==> src/core/cmc_map.vh <==
// register offsets, field positions, reset values and timing counts of the mode controller
`ifndef CMC_MAP_VH
`define CMC_MAP_VH
`define CMC_OFF_CTRL      12'h000
`define CMC_OFF_FLOOR     12'h004
`define CMC_OFF_CURRENT   12'h008
`define CMC_OFF_CHARGE    12'h00C
`define CMC_OFF_KICK      12'h010
`define CMC_OFF_STATUS    12'h014
`define CMC_OFF_ACTIVE    12'h018
// control register fields
`define CMC_B_ABS_FLOOR   0
`define CMC_B_BOOST_EN    1
`define CMC_B_BOOST_FREQUENCY_SELECT  2
`define CMC_B_PFM_DIS     3
`define CMC_B_OPT_EN      4
`define CMC_B_OPT_FORCE   5
`define CMC_B_RES_LIM_EN  6
`define CMC_B_CHG_EN      7
`define CMC_B_SW_OFF      8
`define CMC_B_SW_RST_EN   9
`define CMC_B_SW_DLY      10
`define CMC_B_IND_DIS     11
`define CMC_B_RECHG_SEL   12
`define CMC_F_TMR_LO      13
`define CMC_F_TMR_HI      14
`define CMC_CTRL_RESET    32'h0000_5250
// charge register reset: charge current code and voltage code
`define CMC_CHG_RESET     16'h2066
`define CMC_CUR_RESET     8'h14
`define CMC_OFS_RESET     8'h06
// clamp current code during soft start (200 mA in 50 mA steps)
`define CMC_SOFT_CLAMP    8'h04
// status field codes
`define CMC_PH_OFF        2'b00
`define CMC_PH_PRE        2'b01
`define CMC_PH_FAST       2'b10
`define CMC_PH_DONE       2'b11
`define CMC_SRC_BOOST     3'b111
// times in their own units and derived cycle counts at 250 MHz
`define CMC_CLK_MHZ       250
`define CMC_BOOST_QUAL_MS 30
`define CMC_BLINK_HZ      1
`define CMC_SAFETY_HOURS  10
`define CMC_BOOST_QUAL_CYC (`CMC_BOOST_QUAL_MS * 1000 * `CMC_CLK_MHZ)
`define CMC_BLINK_HALF_CYC (`CMC_CLK_MHZ * 1000000 / (2 * `CMC_BLINK_HZ))
`define CMC_IRQ_PULSE_CYC 7'h40
// ten hours of clock cycles at 250 MHz
`define CMC_SAFETY_CYC    44'h82F_79CD_9000
`endif

==> src/core/cmc_mode_control.v <==
// charger mode control: floor, start-up, boost, host timer, optimizer, charge cycle, status
//
// Behaviour
// - offset mode computes floor, floor read-only
// - absolute mode lets host write floor
// - interrupt once floor is established
// - switching after current set; battery switch on while charging or converter off
// - clamp current 200 mA below 2.2 V
// - pulse-frequency at light load, low battery, disabled
// - boost only after 30 ms qualified conditions
// - boost reports source 111, needs battery
// - boost frequency write ignored while boost enable bit set
// - boost starts pulse-frequency; disable bit forbids it
// - timeout flag high in default mode
// - reset into default mode, 10-hour limit
// - any host write enters host mode
// - timer expiry resets control and charge registers
// - optimizer runs after charger detect or force
// - active limit from optimizer, resistor clamp
// - charge starts only when all conditions hold
// - charging defaults reloaded at reset
// - terminate on low current, high battery
// - recharge, enable toggle or replug restarts
// - indicator low charging, blink on fault
// - phase codes; interrupt on completion
`timescale 1ns/100ps
`include "cmc_map.vh"
module cmc_mode_control #(
  parameter integer BOOST_QUAL_CYC = `CMC_BOOST_QUAL_CYC,
  parameter integer BLINK_HALF_CYC = `CMC_BLINK_HALF_CYC,
  parameter [43:0]  SAFETY_CYC     = `CMC_SAFETY_CYC,
  parameter integer HOST_TMR_CYC   = 32'd10_000_000
) (
  input  wire        clk,
  input  wire        rst,
  input  wire        psel,
  input  wire        penable,
  input  wire        pwrite,
  input  wire [11:0] paddr,
  input  wire [31:0] pwdata,
  output reg  [31:0] prdata,
  output reg         pready,
  output reg         pslverr,
  input  wire        input_good,
  input  wire        charger_detected,
  input  wire        dedicated_charger_port,
  input  wire [7:0]  measured_input_voltage,
  input  wire [7:0]  optimizer_result,
  input  wire        optimizer_done,
  input  wire [7:0]  resistor_pin_limit,
  input  wire        system_rail_low,
  input  wire        light_load,
  input  wire        battery_below_min_system,
  input  wire        battery_above_boost_low,
  input  wire        input_below_battery_sleep,
  input  wire        boost_enable_pin,
  input  wire        boost_cold_condition,
  input  wire        boost_hot_condition,
  input  wire        boost_soft_done,
  input  wire        charge_enable_pin_n,
  input  wire        battery_cold_hot,
  input  wire        battery_below_trickle,
  input  wire        charge_current_below_term,
  input  wire        battery_above_recharge,
  input  wire        battery_below_recharge,
  input  wire        in_regulation,
  input  wire        charge_suspend_fault,
  output reg         converter_enable,
  output reg         battery_switch,
  output reg         pulse_frequency_control,
  output reg         boost_active,
  output reg         boost_frequency_select,
  output reg  [7:0]  input_current_ceiling,
  output reg  [7:0]  input_voltage_floor,
  output reg  [2:0]  source_type_status,
  output reg  [1:0]  charge_phase_status,
  output reg         host_timeout,
  output reg         status_pin_n,
  output reg         status_pin_oe,
  output reg         irq_n
);

  // one-word registers
  reg [31:0] ctrl;
  reg [7:0]  floor_reg;
  reg [7:0]  floor_ofs;
  reg [7:0]  prog_current;
  reg [15:0] charge_cfg;
  reg        host_mode;
  reg        floor_set;
  reg        ceiling_set;
  reg        charging;
  reg        charge_done;
  reg        safety_fault;
  reg        opt_run;
  reg [7:0]  opt_limit;
  reg [31:0] qual_cnt;
  reg [31:0] host_cnt;
  reg [43:0] safety_cnt;
  reg [31:0] blink_cnt;
  reg        blink;
  reg [6:0]  irq_cnt;
  reg        prev_enable;
  reg        prev_good;

  wire wr_acc = psel & penable & pwrite;
  wire rd_acc = psel & penable & ~pwrite;
  wire known  = (paddr == `CMC_OFF_CTRL) | (paddr == `CMC_OFF_FLOOR) |
                (paddr == `CMC_OFF_CURRENT) | (paddr == `CMC_OFF_CHARGE) |
                (paddr == `CMC_OFF_KICK) | (paddr == `CMC_OFF_STATUS) |
                (paddr == `CMC_OFF_ACTIVE);
  wire [1:0] tmr_sel = ctrl[`CMC_F_TMR_HI:`CMC_F_TMR_LO];
  wire charge_enable = ctrl[`CMC_B_CHG_EN] & ~charge_enable_pin_n;
  wire expired = host_mode & (tmr_sel != 2'b00) & (host_cnt >= HOST_TMR_CYC - 1);

  // smaller of two current codes
  function [7:0] cmc_min;
    input [7:0] a;
    input [7:0] b;
    begin
      cmc_min = (a < b) ? a : b;
    end
  endfunction

  // boost qualification conditions
  wire boost_ok = battery_above_boost_low & input_below_battery_sleep &
                  ctrl[`CMC_B_BOOST_EN] & boost_enable_pin &
                  ~boost_cold_condition & ~boost_hot_condition;
  // charge start conditions
  wire start_ok = converter_enable & charge_enable & (charge_cfg[7:0] != 8'h00) &
                  ~battery_cold_hot & ~safety_fault & ~ctrl[`CMC_B_SW_OFF];
  // completion only when no stop or safety end takes the cycle
  wire done_evt = charging & start_ok & ~(~host_mode & (safety_cnt >= SAFETY_CYC - 1)) &
                  charge_current_below_term & battery_above_recharge & ~in_regulation;
  // optimizer or programmed limit, then resistor clamp
  wire [7:0] base_lim = ctrl[`CMC_B_OPT_EN] ? opt_limit : prog_current;
  wire [7:0] act_lim = ctrl[`CMC_B_RES_LIM_EN] ? cmc_min(base_lim, resistor_pin_limit)
                                               : base_lim;

  // apb slave, zero-wait answer in access phase
  always @(posedge clk)
  begin
    if (rst)
    begin
      pready  <= 1'b0;
      pslverr <= 1'b0;
      prdata  <= 32'h0000_0000;
    end
    else
    begin
      pready  <= psel & ~penable;
      pslverr <= psel & ~penable & ~known;
      if (psel & ~penable & ~pwrite)
      begin
        case (paddr)
          `CMC_OFF_CTRL:    prdata <= ctrl;
          `CMC_OFF_FLOOR:   prdata <= {16'h0000, floor_ofs, input_voltage_floor};
          `CMC_OFF_CURRENT: prdata <= {24'h00_0000, prog_current};
          `CMC_OFF_CHARGE:  prdata <= {16'h0000, charge_cfg};
          `CMC_OFF_STATUS:  prdata <= {24'h00_0000, host_timeout, source_type_status,
                                       charge_phase_status, safety_fault, charging};
          `CMC_OFF_ACTIVE:  prdata <= {24'h00_0000, act_lim};
          default:          prdata <= 32'h0000_0000;
        endcase
      end
    end
  end

  wire wr_take = wr_acc & pready;

  // register file, host mode and host timer
  always @(posedge clk)
  begin
    if (rst)
    begin
      ctrl         <= `CMC_CTRL_RESET;
      floor_reg    <= 8'h00;
      floor_ofs    <= `CMC_OFS_RESET;
      prog_current <= `CMC_CUR_RESET;
      charge_cfg   <= `CMC_CHG_RESET;
      host_mode    <= 1'b0;
      host_cnt     <= 32'h0000_0000;
    end
    else if (expired)
    begin
      // keep limits and battery switch bits
      ctrl <= (`CMC_CTRL_RESET & ~32'h0000_0700) | (ctrl & 32'h0000_0700);
      charge_cfg <= `CMC_CHG_RESET;
      host_mode  <= 1'b0;
      host_cnt   <= 32'h0000_0000;
    end
    else
    begin
      if (wr_take)
        host_mode <= 1'b1;
      if (~host_mode | (wr_take & (paddr == `CMC_OFF_KICK) & pwdata[0]))
        host_cnt <= 32'h0000_0000;
      else
        host_cnt <= host_cnt + 32'h0000_0001;
      if (wr_take & (paddr == `CMC_OFF_CTRL))
      begin
        ctrl <= pwdata;
        if (ctrl[`CMC_B_BOOST_EN])
          ctrl[`CMC_B_BOOST_FREQUENCY_SELECT] <= ctrl[`CMC_B_BOOST_FREQUENCY_SELECT];
      end
      if (wr_take & (paddr == `CMC_OFF_FLOOR))
      begin
        floor_ofs <= pwdata[15:8];
        if (ctrl[`CMC_B_ABS_FLOOR])
          floor_reg <= pwdata[7:0];
      end
      if (wr_take & (paddr == `CMC_OFF_CURRENT))
        prog_current <= pwdata[7:0];
      if (wr_take & (paddr == `CMC_OFF_CHARGE))
        charge_cfg <= pwdata[15:0];
    end
  end

  // power-up sequence, soft start and converter mode
  always @(posedge clk)
  begin
    if (rst)
    begin
      floor_set               <= 1'b0;
      ceiling_set             <= 1'b0;
      converter_enable        <= 1'b0;
      battery_switch          <= 1'b0;
      pulse_frequency_control <= 1'b0;
      input_voltage_floor     <= 8'h00;
      input_current_ceiling   <= 8'h00;
      opt_run                 <= 1'b0;
      opt_limit               <= `CMC_CUR_RESET;
      prev_good               <= 1'b0;
    end
    else
    begin
      prev_good <= input_good;
      ceiling_set <= input_good & charger_detected;
      if (~input_good)
        floor_set <= 1'b0;
      else if (ceiling_set)
        floor_set <= 1'b1;
      if (ctrl[`CMC_B_ABS_FLOOR])
        input_voltage_floor <= floor_reg;
      else
        input_voltage_floor <= measured_input_voltage - floor_ofs;
      converter_enable <= input_good & floor_set & ceiling_set;
      battery_switch <= ~(converter_enable & ~charging);
      if (system_rail_low)
        input_current_ceiling <= cmc_min(`CMC_SOFT_CLAMP, act_lim);
      else
        input_current_ceiling <= act_lim;
      // optimizer start and completion
      if ((charger_detected & dedicated_charger_port & ctrl[`CMC_B_OPT_EN] & ~opt_run &
           ~ceiling_set) | ctrl[`CMC_B_OPT_FORCE])
        opt_run <= 1'b1;
      else if (optimizer_done)
        opt_run <= 1'b0;
      if (opt_run & optimizer_done)
        opt_limit <= optimizer_result;
      if (ctrl[`CMC_B_PFM_DIS])
        pulse_frequency_control <= 1'b0;
      else if (boost_active)
        pulse_frequency_control <= ~boost_soft_done;
      else
        pulse_frequency_control <= light_load | battery_below_min_system |
                                   ~charge_enable;
    end
  end

  // boost qualification over the hold time
  always @(posedge clk)
  begin
    if (rst)
    begin
      qual_cnt               <= 32'h0000_0000;
      boost_active           <= 1'b0;
      source_type_status     <= 3'b000;
      boost_frequency_select <= 1'b0;
    end
    else
    begin
      boost_frequency_select <= ctrl[`CMC_B_BOOST_FREQUENCY_SELECT];
      if (~boost_ok)
        qual_cnt <= 32'h0000_0000;
      else if (qual_cnt < BOOST_QUAL_CYC)
        qual_cnt <= qual_cnt + 32'h0000_0001;
      if (boost_active)
        boost_active <= battery_above_boost_low & ctrl[`CMC_B_BOOST_EN] &
                        boost_enable_pin;
      else
        boost_active <= boost_ok & (qual_cnt >= BOOST_QUAL_CYC - 1);
      if (boost_active)
        source_type_status <= `CMC_SRC_BOOST;
      else
        source_type_status <= {2'b00, charger_detected};
    end
  end

  // charge cycle, safety timer and interrupts
  always @(posedge clk)
  begin
    if (rst)
    begin
      charging            <= 1'b0;
      charge_done         <= 1'b0;
      safety_fault        <= 1'b0;
      safety_cnt          <= 44'h000_0000_0000;
      charge_phase_status <= `CMC_PH_OFF;
      prev_enable         <= 1'b0;
      irq_cnt             <= 7'h00;
      irq_n               <= 1'b1;
      host_timeout        <= 1'b1;
    end
    else
    begin
      prev_enable  <= charge_enable;
      host_timeout <= ~host_mode | expired;
      if ((charge_enable & ~prev_enable) | (input_good & ~prev_good))
      begin
        charge_done  <= 1'b0;
        safety_fault <= 1'b0;
        safety_cnt   <= 44'h000_0000_0000;
      end
      else if (charge_done & battery_below_recharge)
        charge_done <= 1'b0;
      if (charging)
      begin
        safety_cnt <= safety_cnt + 44'h000_0000_0001;
        if (~host_mode & (safety_cnt >= SAFETY_CYC - 1))
        begin
          charging     <= 1'b0;
          safety_fault <= 1'b1;
        end
        else if (~start_ok)
          charging <= 1'b0;
        else if (charge_current_below_term & battery_above_recharge & ~in_regulation)
        begin
          charging    <= 1'b0;
          charge_done <= 1'b1;
        end
      end
      else if (start_ok & ~charge_done)
        charging <= 1'b1;
      if (charging)
        charge_phase_status <= battery_below_trickle ? `CMC_PH_PRE : `CMC_PH_FAST;
      else if (charge_done)
        charge_phase_status <= `CMC_PH_DONE;
      else
        charge_phase_status <= `CMC_PH_OFF;
      // merged fixed-length active-low pulse
      if (((floor_set == 1'b0 & input_good & ceiling_set) | done_evt) & (irq_cnt == 7'h00))
        irq_cnt <= `CMC_IRQ_PULSE_CYC;
      else if (irq_cnt != 7'h00)
        irq_cnt <= irq_cnt - 7'h01;
      irq_n <= ~(irq_cnt != 7'h00);
    end
  end

  // status indicator with 1 Hz blink on faults
  always @(posedge clk)
  begin
    if (rst)
    begin
      blink_cnt     <= 32'h0000_0000;
      blink         <= 1'b0;
      status_pin_n  <= 1'b0;
      status_pin_oe <= 1'b0;
    end
    else
    begin
      if (blink_cnt >= BLINK_HALF_CYC - 1)
      begin
        blink_cnt <= 32'h0000_0000;
        blink     <= ~blink;
      end
      else
        blink_cnt <= blink_cnt + 32'h0000_0001;
      status_pin_n <= 1'b0;
      if (ctrl[`CMC_B_IND_DIS])
        status_pin_oe <= 1'b0;
      else if (charge_suspend_fault | safety_fault)
        status_pin_oe <= blink;
      else
        status_pin_oe <= charging;
    end
  end

endmodule // cmc_mode_control

==> config.mk <==
export PLATFORM = sky130hd
export DESIGN_NAME = cmc_mode_control
export DESIGN_NICKNAME = d
export VERILOG_FILES = /design/src/core/cmc_mode_control.v
export VERILOG_INCLUDE_DIRS = /design/src /design/src/core
export SDC_FILE = /design/constraint.sdc
export NUM_CORES = 1
export LEC_CHECK = 0
export BUFFER_PORTS_ARGS = -buffer_cell sky130_fd_sc_hd__buf_2
export CORE_ASPECT_RATIO = 1.4
export CORE_MARGIN = 2
export CORE_UTILIZATION = 44
export CTS_BUF_LIST = sky130_fd_sc_hd__clkbuf_8
export DETAILED_ROUTE_END_ITERATION = 10
export HOLD_SLACK_MARGIN = 0.15
export RECOVER_POWER = 100
export SLEW_MARGIN = 20
export SYNTH_ARGS = -nofsm -noshare
export SYNTH_HDL_FRONTEND = slang
export SYNTH_SLANG_ARGS = --single-unit
==> constraint.sdc <==
create_clock -name clk -period 3.09 [get_ports clk]
set_input_delay 0.7725 -clock clk [delete_from_list [all_inputs] [get_ports clk]]
set_output_delay 0.7725 -clock clk [all_outputs]
set_load 0.005 [all_outputs]
Word-level counts from Yosys, hierarchy flattened
Cells that the tools add are included.
{"block": "totals", "input_bits": 94, "word_cells": 207, "regBits": 300, "out_inout_bits": 64}
{"block": "op_classes", "n_reduce_logical": 21, "eq_ne": 6, "bitwise": 94, "mux": 34, "n_addsub": 6, "order_cmp": 7}
{"operator": "32-bit one-hot mux with 6 select lines", "count": 1}
{"operator": "32-bit by 1-bit adder with 32-bit output, second input constant", "count": 3}
{"operator": "44-bit two-way mux", "count": 2}
{"operator": "1-bit AND", "count": 52}
{"operator": "8-bit two-way mux", "count": 6}
{"operator": "44-bit by 1-bit adder with 44-bit output, second input constant", "count": 1}
{"operator": "44-bit >= comparator, second input constant", "count": 1}
{"operator": "12-bit by 5-bit == test with 1-bit output, second input constant", "count": 3}
{"operator": "32-bit by 23-bit >= comparator with 1-bit output, second input constant", "count": 1}
{"operator": "32-bit by 24-bit >= comparator with 1-bit output, second input constant", "count": 1}
{"operator": "32-bit by 27-bit >= comparator with 1-bit output, second input constant", "count": 1}
{"operator": "32-bit by 23-bit < comparator with 1-bit output, second input constant", "count": 1}
{"operator": "1-bit inverter", "count": 28}
{"operator": "12-bit by 4-bit == test with 1-bit output, second input constant", "count": 2}
{"operator": "1-bit two-way mux", "count": 19}
{"operator": "7-bit two-way mux", "count": 2}
{"operator": "1-bit OR", "count": 14}
{"operator": "2-bit OR reduction", "count": 7}
{"operator": "12-bit by 3-bit == test with 1-bit output, second input constant", "count": 1}
{"operator": "12-bit logical NOT", "count": 1}
{"operator": "3-bit by 8-bit < comparator with 1-bit output, first input constant", "count": 1}
{"operator": "8-bit < comparator", "count": 1}
{"operator": "2-bit AND reduction", "count": 4}
{"operator": "2-bit nonzero test", "count": 4}
{"operator": "other kinds (9)", "count": 11}

Logic depth before layout (Yosys ltp)
Gate-level depths: netlist of the first run.
{"block": "depth", "word_depth": 15, "mapped_depth": 12, "ltp_nobuf": 9}

Worst setup path after synthesis of the first run
No wires, ideal clock.
{"block": "synth_path", "kind": "register to register", "start": "register ctrl[4]", "end": "register input_current_ceiling[3]", "path_slack_ns": 0.236, "period_less_slack_ns": 2.854, "arrival_ns": 2.739, "setup_ns": 0.114, "stages_incl_launch_ff": 11, "required_ns": 2.976, "n_path_buf": 3, "cell_sequence": "dfxtp_1 > buf_2 > buf_1 > mux2_2 > ha_1 > nand4_1 > o22ai_1 > a211oi_1 > a21oi_1 > buf_2 > a2111oi_0"}
{"block": "synth_via", "elab_chain_len": 7}
{"element": "start, declared", "line_no": "cmc_mode_control.v:84", "text": "reg [31:0] ctrl;"}
{"element": "start signal, assigned", "line_no": "cmc_mode_control.v:176", "text": "ctrl <= `CMC_CTRL_RESET;"}
{"element": "start signal, assigned", "line_no": "cmc_mode_control.v:187", "text": "ctrl <= (`CMC_CTRL_RESET & ~32'h0000_0700) | (ctrl & 32'h0000_0700);"}
{"element": "start signal, assigned", "line_no": "cmc_mode_control.v:202", "text": "ctrl <= pwdata;"}
{"element": "8-bit two-way mux *", "line_no": "cmc_mode_control.v:136", "text": "wire [7:0] base_lim = ctrl[`CMC_B_OPT_EN] ? opt_limit : prog_current;"}
{"element": "8-bit < comparator", "line_no": "cmc_mode_control.v:121", "text": "cmc_min = (a < b) ? a : b;"}
{"element": "8-bit two-way mux", "line_no": "cmc_mode_control.v:121"}
{"element": "8-bit two-way mux *", "line_no": "cmc_mode_control.v:137", "text": "wire [7:0] act_lim = ctrl[`CMC_B_RES_LIM_EN] ? cmc_min(base_lim, resistor_pin_limit)"}
{"element": "3-bit by 8-bit < comparator with 1-bit output", "line_no": "cmc_mode_control.v:121"}
{"element": "8-bit two-way mux", "line_no": "cmc_mode_control.v:121"}
{"element": "8-bit two-way mux *", "line_no": "cmc_mode_control.v:249", "text": "if (system_rail_low)"}
{"element": "end signal, assigned", "line_no": "cmc_mode_control.v:250", "text": "input_current_ceiling <= cmc_min(`CMC_SOFT_CLAMP, act_lim);"}
{"element": "end signal, assigned", "line_no": "cmc_mode_control.v:252", "text": "input_current_ceiling <= act_lim;"}
{"element": "end, declared", "line_no": "cmc_mode_control.v:73", "text": "output reg [7:0] input_current_ceiling,"}
Mark *: on every way between the ends. The rest lies on a longest branch, timed or not.
A chain may end at the register's enable or synchronous reset.

Final worst setup path of the first run
{"block": "layout_path", "start": "register qual_cnt[25]", "end": "register qual_cnt[21]"}
{"block": "layout_via", "elab_chain_len": 1}
{"element": "start, declared", "line_no": "cmc_mode_control.v:97", "text": "reg [31:0] qual_cnt;"}
{"element": "start signal, assigned", "line_no": "cmc_mode_control.v:287", "text": "qual_cnt <= qual_cnt + 32'h0000_0001;"}
{"element": "32-bit by 23-bit < comparator with 1-bit output", "line_no": "cmc_mode_control.v:286", "text": "else if (qual_cnt < BOOST_QUAL_CYC)"}
Every way passes these cells.

==> results of run 1 <==
routing by layer:
layer | vias up | GRT usage | wire (um)
met4 | 4 | 0.07886 | 1125
met5 | - | 0 | 20
met2 | 292 | 0.4293 | 19650
met1 | 5683 | 0.2763 | 15160
met3 | 82 | 0.04147 | 1882
li1 | 5890 | - | -
final cells by class:
cell class | count | area (um^2) | area share
Multi-Input combinational cell | 1151 | 6969 | 0.4487
Sequential cell | 299 | 5987 | 0.3855
Timing Repair Buffer | 192 | 980.9 | 0.06316
Clock buffer | 59 | 812.0 | 0.05228
Tap cell | 385 | 481.7 | 0.03102
Inverter | 40 | 150.1 | 0.009667
Clock inverter | 21 | 145.1 | 0.009345
Antenna cell | 2 | 5.005 | 0.0003222
power groups by stage:
stage	Clock [uW]	Combinational (uW)	Sequential, uW
2_1_floorplan	0	349	4050
3_3_place_gp	0	552	4070
3_5_place_dp	0	562	4070
4_1_cts	3550	564	3990
5_1_grt	3710	617	3990
6_report	3440	556	3990
cells in the final DEF (no fill, tap or decap), types with 31 or more instances in the layout:
master	n
nand3_1	81
nor3_1	41
clkbuf_1	45
nor2_1	218
nand2_1	184
inv_1	53
mux2i_1	43
dfxtp_1	298
xor2_1	33
xnor2_1	45
buf_2	116
and3_1	31
a21oi_1	102
nand4_1	43
clkbuf_8	59
through the flow:
stage	utilization	hold slack, ns
floorplan	-	0.3968
global placement	0.4900	0.4324
detailed placement	0.4900	0.4427
CTS	0.5218	0.3658
global route	0.5171	0.3838
finish	0.5172	0.3997
worst max-delay path by stage:
stage | from | end | slack (ns) | depth (start not counted)
after floorplan | ctrl[4] | input_current_ceiling[3] | 0.24 | 10
after global placement | ctrl[4] | input_current_ceiling[7] | 0.12 | 9
after detailed placement | ctrl[4] | input_current_ceiling[0] | 0.11 | 10
after CTS | ctrl[4] | input_current_ceiling[0] | 0.1 | 10
after global routing | qual_cnt[25] | qual_cnt[18] | 0.02 | 6
final | qual_cnt[25] | qual_cnt[21] | 0.13 | 6
what timing repair did:
item                                    CTS  global route
endpoints found under the setup margin    0             6
resized for setup                         0             1
endpoints found under the hold margin     0             0
critical path, delay by kind of cell (launching register included):
kind	cells	cell delay (ns)
flip-flops	1	0.31
AO/OA/AOI/OAI	3	0.88
AND/OR/NAND/NOR	3	1.64
kinds of logic (layout without fill, tap and decap cells):
family,count (synthesis),after routing
simple gates,721,721
fa+ha+maj,21,21
xor+xnor,78,78
compound gates,263,263
other cells,1,8
mux,62,62
flops,299,299
buf+inv,116,312
==> flow_summary.toml, run 1 <==
[status]
status = "finished with violations"
violations = "max-capacitance violations, max-slew violations"

[floorplan]
rows = 75
die_h_um = 210.8
fp.dieArea_um2 = 31990
die_w_um = 151.7
pin_count = 158
core-area_um2 = 30030
start_util = 0.4478

[final_layout]
largest_reg_flops = 44
area_delta_synth_final_pct = 15.50
nets = 1847
filler_cell_count = 2996
final_cells = 2149
regMostFlops = "safety_cnt"
layout-drive-gt1-share = 0.1476
finalInstanceArea_um2 = 15530

[synthesis]
synth_top_area_cell = "dfxtp_1"
netlist_top_cells_count = "dfxtp_1, nor2_1, nand2_1"
synthAdderAreaFrac = 0.02010
synth_area_um2 = 13450
ys_seq_area_frac = 0.4451
synth_flop_cell = "dfxtp_1"
async_flop_share = 0
synthXorXnorAreaFrac = 0.05080
synth-edff-count = 0
synthMuxAreaShare = 0.05462
synth-simple-area-share = 0.2617
synthTopCellsByArea = "dfxtp_1, nor2_1, nand2_1"
synth_top_family_by_area = "simple AND/OR/NAND/NOR gates"
yosysMostFrequentCell = "dfxtp_1"
synth_warnings = 0
synth-compound-area-share = 0.1332
synth_cell_types = 79
syn_avg_cell_area_um2 = 8.614
ys_ff_latch = 299
synthesis.instances = 1561
synth_top_area_share = 0.4451

[clock_network]
cts_buffers = 48
cts_tree = "built"
clkSlewWorstSetupHoldPaths_ns = 0.06
clk_latency_ns = 0.59
htree_levels = 2
root_buffer = "clkbuf_8"
clk_path_buf_depth = 3
clock-sinks = 299
post_cts_buffers = 0
postCtsHoldBufs = 0

[critical_path]
r2r_cells = 6
end_kind = "flop"
crit_slowest_cell = "or4_2"
path_cells = "or4_2, nor4_1, o21ai_2, or2_2, o41ai_1, a21oi_1"
required_ns = 3.54
critPathMaxStageDelay_ns = 0.66
worstSetupPathType = "reg -> reg"
regToRegSetupSlack_ns = 0.13
rr_startpoint = "qual_cnt[25]"
worstPathMaxFanout = 18
critPathLaunchType = "flop"
arrival_ns = 3.40
timing.rr.end = "qual_cnt[21]"

[sta]
hold_violations = 0
finalSetupTns_ns = 0
fin_skew_ns = 0.02410
finalCritPeriodShare = 0.9567
fin_ws_ns = 0.1337
slew_violations = 27
rsz0062_at_grt = "false"
setup_viol = 0
worst_slew_pin_slew_ns = 1.599
fin_crit_ns = 2.956
fmax_mhz = 338.3
max_slew_margin = -0.06597

[detailed_routing]
avgRoutedWirePerCell_um = 17.61
vias_per_cell = 5.561
vias = 11950
ant_nets = 0
dr.pass1.iters = 5
drt_iter0_markers = 591
wirelength_um = 37840
route.detailed.drc = 0

[job]
maxCapViolCount = 1

[power_and_ir_drop]
p_clk_frac = 0.431
sw_frac_of_total = 0.2438
leakage_uw = 0.005920
p_per_area_nw_per_um2 = 514.0
seqPwrFrac = 0.499
p_int_uw = 6037
vdd_ir_drop_max_v = 0.0003116
total_power_uw = 7983
power.switching_uw = 1946
combPwrFrac = 0.070

[global_route]
antenna_found_initial = 4
grt_pass1_vias = 11540
grt_max_degree = 115
track_usage = 0.2360
grt_pass1_wl_um = 59890
gr-total-overflow = 0

[min_path]
hp-start = "boost_soft_done"
hold_path_class = "in -> reg"
hold-path-endpoint = "pulse_frequency_control"
whs_path_depth = 2

[placement]
place_area_um2 = 14710
dp_slack_ns = 0.1120
port_buffers = 156
hpwl_um = 27140
place_congestion = 0.8283
dp_cells = 2067
Note: power is estimated with default switching activity, not from simulation.
==> run 2: changes to the inputs <==
--- a/config.mk
+++ b/config.mk
@@ -6,6 +6,7 @@
 export SDC_FILE = /design/constraint.sdc
 export NUM_CORES = 1
 export LEC_CHECK = 0
+export ABC_AREA = 1
 export BUFFER_PORTS_ARGS = -buffer_cell sky130_fd_sc_hd__buf_2
 export CORE_ASPECT_RATIO = 1.4
 export CORE_MARGIN = 2
==> flow_summary.toml, run 2 <==
[global_route]
use_met3 = 0.03835
grt_pass1_wl_um = 64070
track_usage = 0.2345
grt_pass1_vias = 12930
grt_max_degree = 71
grt_util_met2 = 0.4177
antenna_found_initial = 0
grt_busiest_layer = "met2"
use_met1 = 0.2791
gr-total-overflow = 0

[detailed_routing]
vias = 13270
ant_nets = 0
vias_per_cell = 5.190
drt_iter0_markers = 682
avgRoutedWirePerCell_um = 15.48
wirelength_um = 39580
route.detailed.drc = 0
dr.pass1.iters = 7

[final_layout]
regMostFlops = "safety_cnt"
antenna_cells = 0
final_cell_mix = "nand2_1, dfxtp_1, inv_1"
filler_cell_count = 3294
nets = 2243
final_common_cell = "nand2_1"
area_delta_synth_final_pct = 14.03
largest_reg_flops = 44
layout-drive-gt1-share = 0.1189
finalInstanceArea_um2 = 16100

[sta]
finalCritPeriodShare = 0.8707
setup_viol = 0
worst_slew_pin_slew_ns = 1.628
fmax_mhz = 371.7
hold_violations = 0
fin_skew_ns = 0.01609
slew_violations = 71
max_slew_margin = -0.08534
rsz0062_at_grt = "false"
fin_crit_ns = 2.690
finalSetupTns_ns = 0
fin_ws_ns = 0.3996

[floorplan]
die_w_um = 155.4
fp.dieArea_um2 = 33550
rows = 77
core-area_um2 = 31600
die_h_um = 215.9
pin_count = 158
start_util = 0.4467

[synthesis]
synth-compound-area-share = 0.1244
yosysMostFrequentCell = "nand2_1"
synthXorXnorAreaFrac = 0.03288
synth_top_area_cell = "dfxtp_1"
ys_ff_latch = 299
synth-edff-count = 0
synth_top_area_share = 0.4240
synth-simple-area-share = 0.3086
ys_seq_area_frac = 0.4240
synth_cell_types = 63
synthAdderAreaFrac = 0.01914
async_flop_share = 0
synthMuxAreaShare = 0.001418
netlist_top_cells_count = "nand2_1, dfxtp_1, inv_1"
synth_area_um2 = 14120
synth_warnings = 0
synth_top_family_by_area = "simple AND/OR/NAND/NOR gates"
synth_flop_cell = "dfxtp_1"
synthTopCellsByArea = "dfxtp_1, nand2_1, inv_1"
syn_avg_cell_area_um2 = 7.203
synthesis.instances = 1960

[critical_path]
worstSetupPathType = "reg -> reg"
worst-path-buf-inv = 2
crit_slowest_cell = "nor4_1"
rr_startpoint = "safety_cnt[0]"
critPathMaxStageDelay_ns = 0.79
path_cells = "ha_1, nand2_1, inv_1, nand3_1, nor2_1, nand4_1, nor4_1, inv_1, nor2_1, nand3_1, o21ai_0, a21oi_1"
regToRegSetupSlack_ns = 0.40
required_ns = 3.55
critPathLaunchType = "flop"
end_kind = "flop"
arrival_ns = 3.15
timing.rr.end = "safety_cnt[34]"
r2r_cells = 12
worstPathMaxFanout = 5
cp_top_family = "simple AND/OR/NAND/NOR gates"

[clock_network]
cts_resized = 0
clk_path_buf_depth = 3
clk_latency_ns = 0.59
post_cts_buffers = 0
postCtsHoldBufs = 0
clkSlewWorstSetupHoldPaths_ns = 0.06
root_buffer = "clkbuf_8"
cts_buffers = 49
htree_levels = 2
clock-sinks = 299
cts_tree = "built"

[min_path]
whs_path_depth = 2
hold-path-endpoint = "charge_phase_status[1]"
hold_path_class = "in -> reg"
hp-start = "battery_below_trickle"

[power_and_ir_drop]
leakage_uw = 0.006294
total_power_uw = 8185
p_per_area_nw_per_um2 = 508.4
vdd_ir_drop_max_v = 0.0004278

[placement]
place_area_um2 = 15250
port_buffers = 156
place_congestion = 0.8804
hpwl_um = 29100
dp_slack_ns = 0.3024

[job]
maxCapViolCount = 1

[status]
violations = "max-capacitance violations, max-slew violations"
status = "finished with violations"
run 2: cell types whose count changed after synthesis, sizes merged, moves of 16 or more:
cell / before / now
a21oi: 103 / 156
and3: 31 / 1
clkbuf: 56 / 36
o21ai: 24 / 78
or3: 17 / 0
a22o: 16 / 0
nand2: 184 / 444
xnor2: 45 / 19
a22oi: 22 / 1
mux2i: 43 / 2
nor2: 218 / 254
inv: 40 / 244
nand3: 81 / 113
run 2: stage by stage:
stage	cells	util	hold slack (ns)
2_1_floorplan	1965	-	0.4153
3_3_place_gp	2472	0.4826	0.4251
3_5_place_dp	2472	0.4826	0.4292
4_1_cts	2557	0.5152	0.3453
5_1_grt	2557	0.5094	0.3593
6_report	2557	0.5094	0.3759
run 2: metal layers:
layer / up-vias / routed length, um
li1: 6731 / -
met1: 6130 / 16820
met2: 316 / 19520
met3: 94 / 1842
met4: 0 / 1396
met5: - / 0
run 2: worst max-delay path by stage:
stage	endpoint	from	cells after the start	slack, ns
after floorplan	input_current_ceiling[0]	ctrl[4]	21	0.52
after global placement	ctrl[2]	paddr[5]	9	0.38
after detailed placement	ctrl[2]	paddr[1]	8	0.30
after CTS	input_current_ceiling[1]	ctrl[4]	18	0.46
after global routing	host_cnt[25]	host_cnt[0]	15	0.07
final	safety_cnt[34]	safety_cnt[0]	12	0.40
run 2: cell families after synthesis:
kind of cell	count (synthesis)
multiplexers	2
buffers and inverters	310
flip-flops	299
XOR/XNOR	53
adder cells (fa/ha/maj)	21
other	1
AO/OA/AOI/OAI	308
AND/OR/NAND/NOR	966
run 2: where the power goes:
| part | leakage (uW) | total [uW] | switching (uW) | internal, uW |
|---|---|---|---|---|
| logic | 0.00330 | 558 | 346 | 213 |
| clock network | 0.000574 | 3650 | 1620 | 2030 |
| registers | 0.00242 | 3980 | 43.8 | 3930 |
| total | 0.00629 | 8180 | 2010 | 6180 |
run 2: area by class of cell:
class,instances,area (um^2),share of cell area
clock buffers,61,839.6,0.05215
flip-flops and latches,299,5986,0.3718
clock inverters,24,188.9,0.01174
repair buffers,175,868.3,0.05394
well taps,395,494.2,0.03070
multi-input cells,1356,6793,0.4220
inverters,247,928.4,0.05767
==> run 3: changes to the inputs <==
--- a/config.mk
+++ b/config.mk
@@ -8,11 +8,11 @@
 export LEC_CHECK = 0
 export ABC_AREA = 1
 export BUFFER_PORTS_ARGS = -buffer_cell sky130_fd_sc_hd__buf_2
-export CORE_ASPECT_RATIO = 1.4
-export CORE_MARGIN = 2
+export CORE_MARGIN = 10
 export CORE_UTILIZATION = 44
 export CTS_BUF_LIST = sky130_fd_sc_hd__clkbuf_8
 export DETAILED_ROUTE_END_ITERATION = 10
+export GPL_TIMING_DRIVEN = 0
 export HOLD_SLACK_MARGIN = 0.15
 export RECOVER_POWER = 100
 export SLEW_MARGIN = 20
==> flow_summary.toml, run 3 (synthesized netlist as in run 2, its figures left out) <==
[clock_network]
postCtsHoldBufs = 0
htree_levels = 2
clk_path_buf_depth = 3
cts_tree = "built"
clk_latency_ns = 0.60
root_buffer = "clkbuf_8"
clkSlewWorstSetupHoldPaths_ns = 0.07
post_cts_buffers = 0
clock-sinks = 299
cts_buffers = 52
cts_resized = 0

[sta]
worst_slew_pin_slew_ns = 1.005
finalSetupTns_ns = 0
hold_violations = 0
slew_violations = 0
hold_slack_ns = 0.3971
fin_skew_ns = 0.02263
finalCritPeriodShare = 0.9053
max_slew_margin = 0.3298
rsz0062_at_grt = "false"
setup_viol = 0
fmax_mhz = 357.5
fin_crit_ns = 2.797

[critical_path]
arrival_ns = 3.33
worstSetupPathType = "reg -> reg"
critPathLaunchType = "flop"
worstPathMaxFanout = 11
required_ns = 3.62
end_kind = "flop"

[detailed_routing]
dr.pass1.iters = 5
wirelength_um = 42590
drt_iter0_markers = 934
vias = 13470
avgRoutedWirePerCell_um = 16.26
route.detailed.drc = 0
vias_per_cell = 5.142
ant_nets = 0

[placement]
port_buffers = 156
place_congestion = 0.9259
hpwl_um = 32450

[power_and_ir_drop]
p_clk_frac = 0.466
vdd_ir_drop_max_v = 0.0002653
combPwrFrac = 0.069
leakage_uw = 0.006319
sw_frac_of_total = 0.2412
p_per_area_nw_per_um2 = 521.0
seqPwrFrac = 0.466
p_int_uw = 6480
power.switching_uw = 2060

[global_route]
grt_pass1_vias = 12920
grt_pass1_wl_um = 66960
track_usage = 0.2110
gr-total-overflow = 0
antenna_found_initial = 3
grt_max_degree = 14

[final_layout]
seq_area_um2 = 5986
multi_input_comb_area_um2 = 6799
regMostFlops = "safety_cnt"
largest_reg_flops = 44
layout-drive-gt1-share = 0.1106
final_cell_mix = "nand2_1, dfxtp_1, inv_1"
area_delta_synth_final_pct = 16.11
filler_cell_count = 3225
nets = 2289
fin_util = 0.5181
final_common_cell = "nand2_1"

[floorplan]
pin_count = 158
fp.dieArea_um2 = 39650
die_w_um = 199.1
start_util = 0.4462
die_h_um = 199.1
rows = 65
core-area_um2 = 31640

[status]
status = "finished clean"

[job]
maxCapViolCount = 0

[min_path]
hold_path_class = "in -> reg"
[run 3: critical path, stage by stage (launching register included)]
cell,delay (ns)
dfxtp_1,0.31
buf_4,0.15
inv_2,0.10
or2_2,0.29
o21ai_0,0.13
inv_1,0.08
ha_1,0.29
a21oi_1,0.14
nor2_1,0.06
a211oi_2,0.17
nand2_2,0.13
nand2_2,0.10
buf_6,0.14
nand2_1,0.05
o21ai_1,0.11
inv_1,0.10
o21ai_0,0.19
nand2_1,0.08
a21oi_1,0.12
[run 3: path summary, 6_finish.rpt]
check,start,endpoint,slack (ns),cells past startpoint
min,boost_soft_done,pulse_frequency_control,0.40,2
max,ctrl[4],prdata[6],0.29,18
min reg2reg,qual_cnt[29],qual_cnt[29],0.44,2
max reg2reg,ctrl[4],prdata[6],0.29,18
[run 3: layer usage]
layer	part of all wire	GRT usage	wire [um]
met1	0.46	0.2764	19680
met2	0.45	0.3335	19010
met3	0.062	0.04491	2646
met4	0.029	0.07968	1252
met5	0	0	0
[run 3: stage by stage]
| stage | instances | cell area [um^2] | total power, uW | setup WS [ns] |
|---|---|---|---|---|
| after CTS | 2617 | 16600 | 8643 | 0.1722 |
| final | 2619 | 16390 | 8540 | 0.2925 |
| after global placement | 2523 | 15420 | 4640 | 0.06443 |
| after floorplan | 1965 | 14140 | 4417 | 0.5195 |
| after global routing | 2618 | 16390 | 8888 | 0.01855 |
| after detailed placement | 2523 | 15420 | 4649 | 0.03135 |
[run 3: power groups by stage]
stage | Combinational, uW | Clock [uW] | Sequential [uW]
4_1_cts | 591 | 4070 | 3980
3_5_place_dp | 588 | 0 | 4060
5_1_grt | 659 | 4250 | 3980
2_1_floorplan | 367 | 0 | 4050
6_report | 585 | 3980 | 3980
3_3_place_gp | 581 | 0 | 4060
[run 3: layout make-up]
class / count / share of cell area
Antenna cell: 2 / 0.0003053
Buffer: 62 / 0.01717
Clock buffer: 76 / 0.06381
Clock inverter: 19 / 0.008320
Inverter: 247 / 0.05664
Multi-Input combinational cell: 1356 / 0.4148
Sequential cell: 299 / 0.3652
Tap cell: 402 / 0.03068
Timing Repair Buffer: 156 / 0.04313
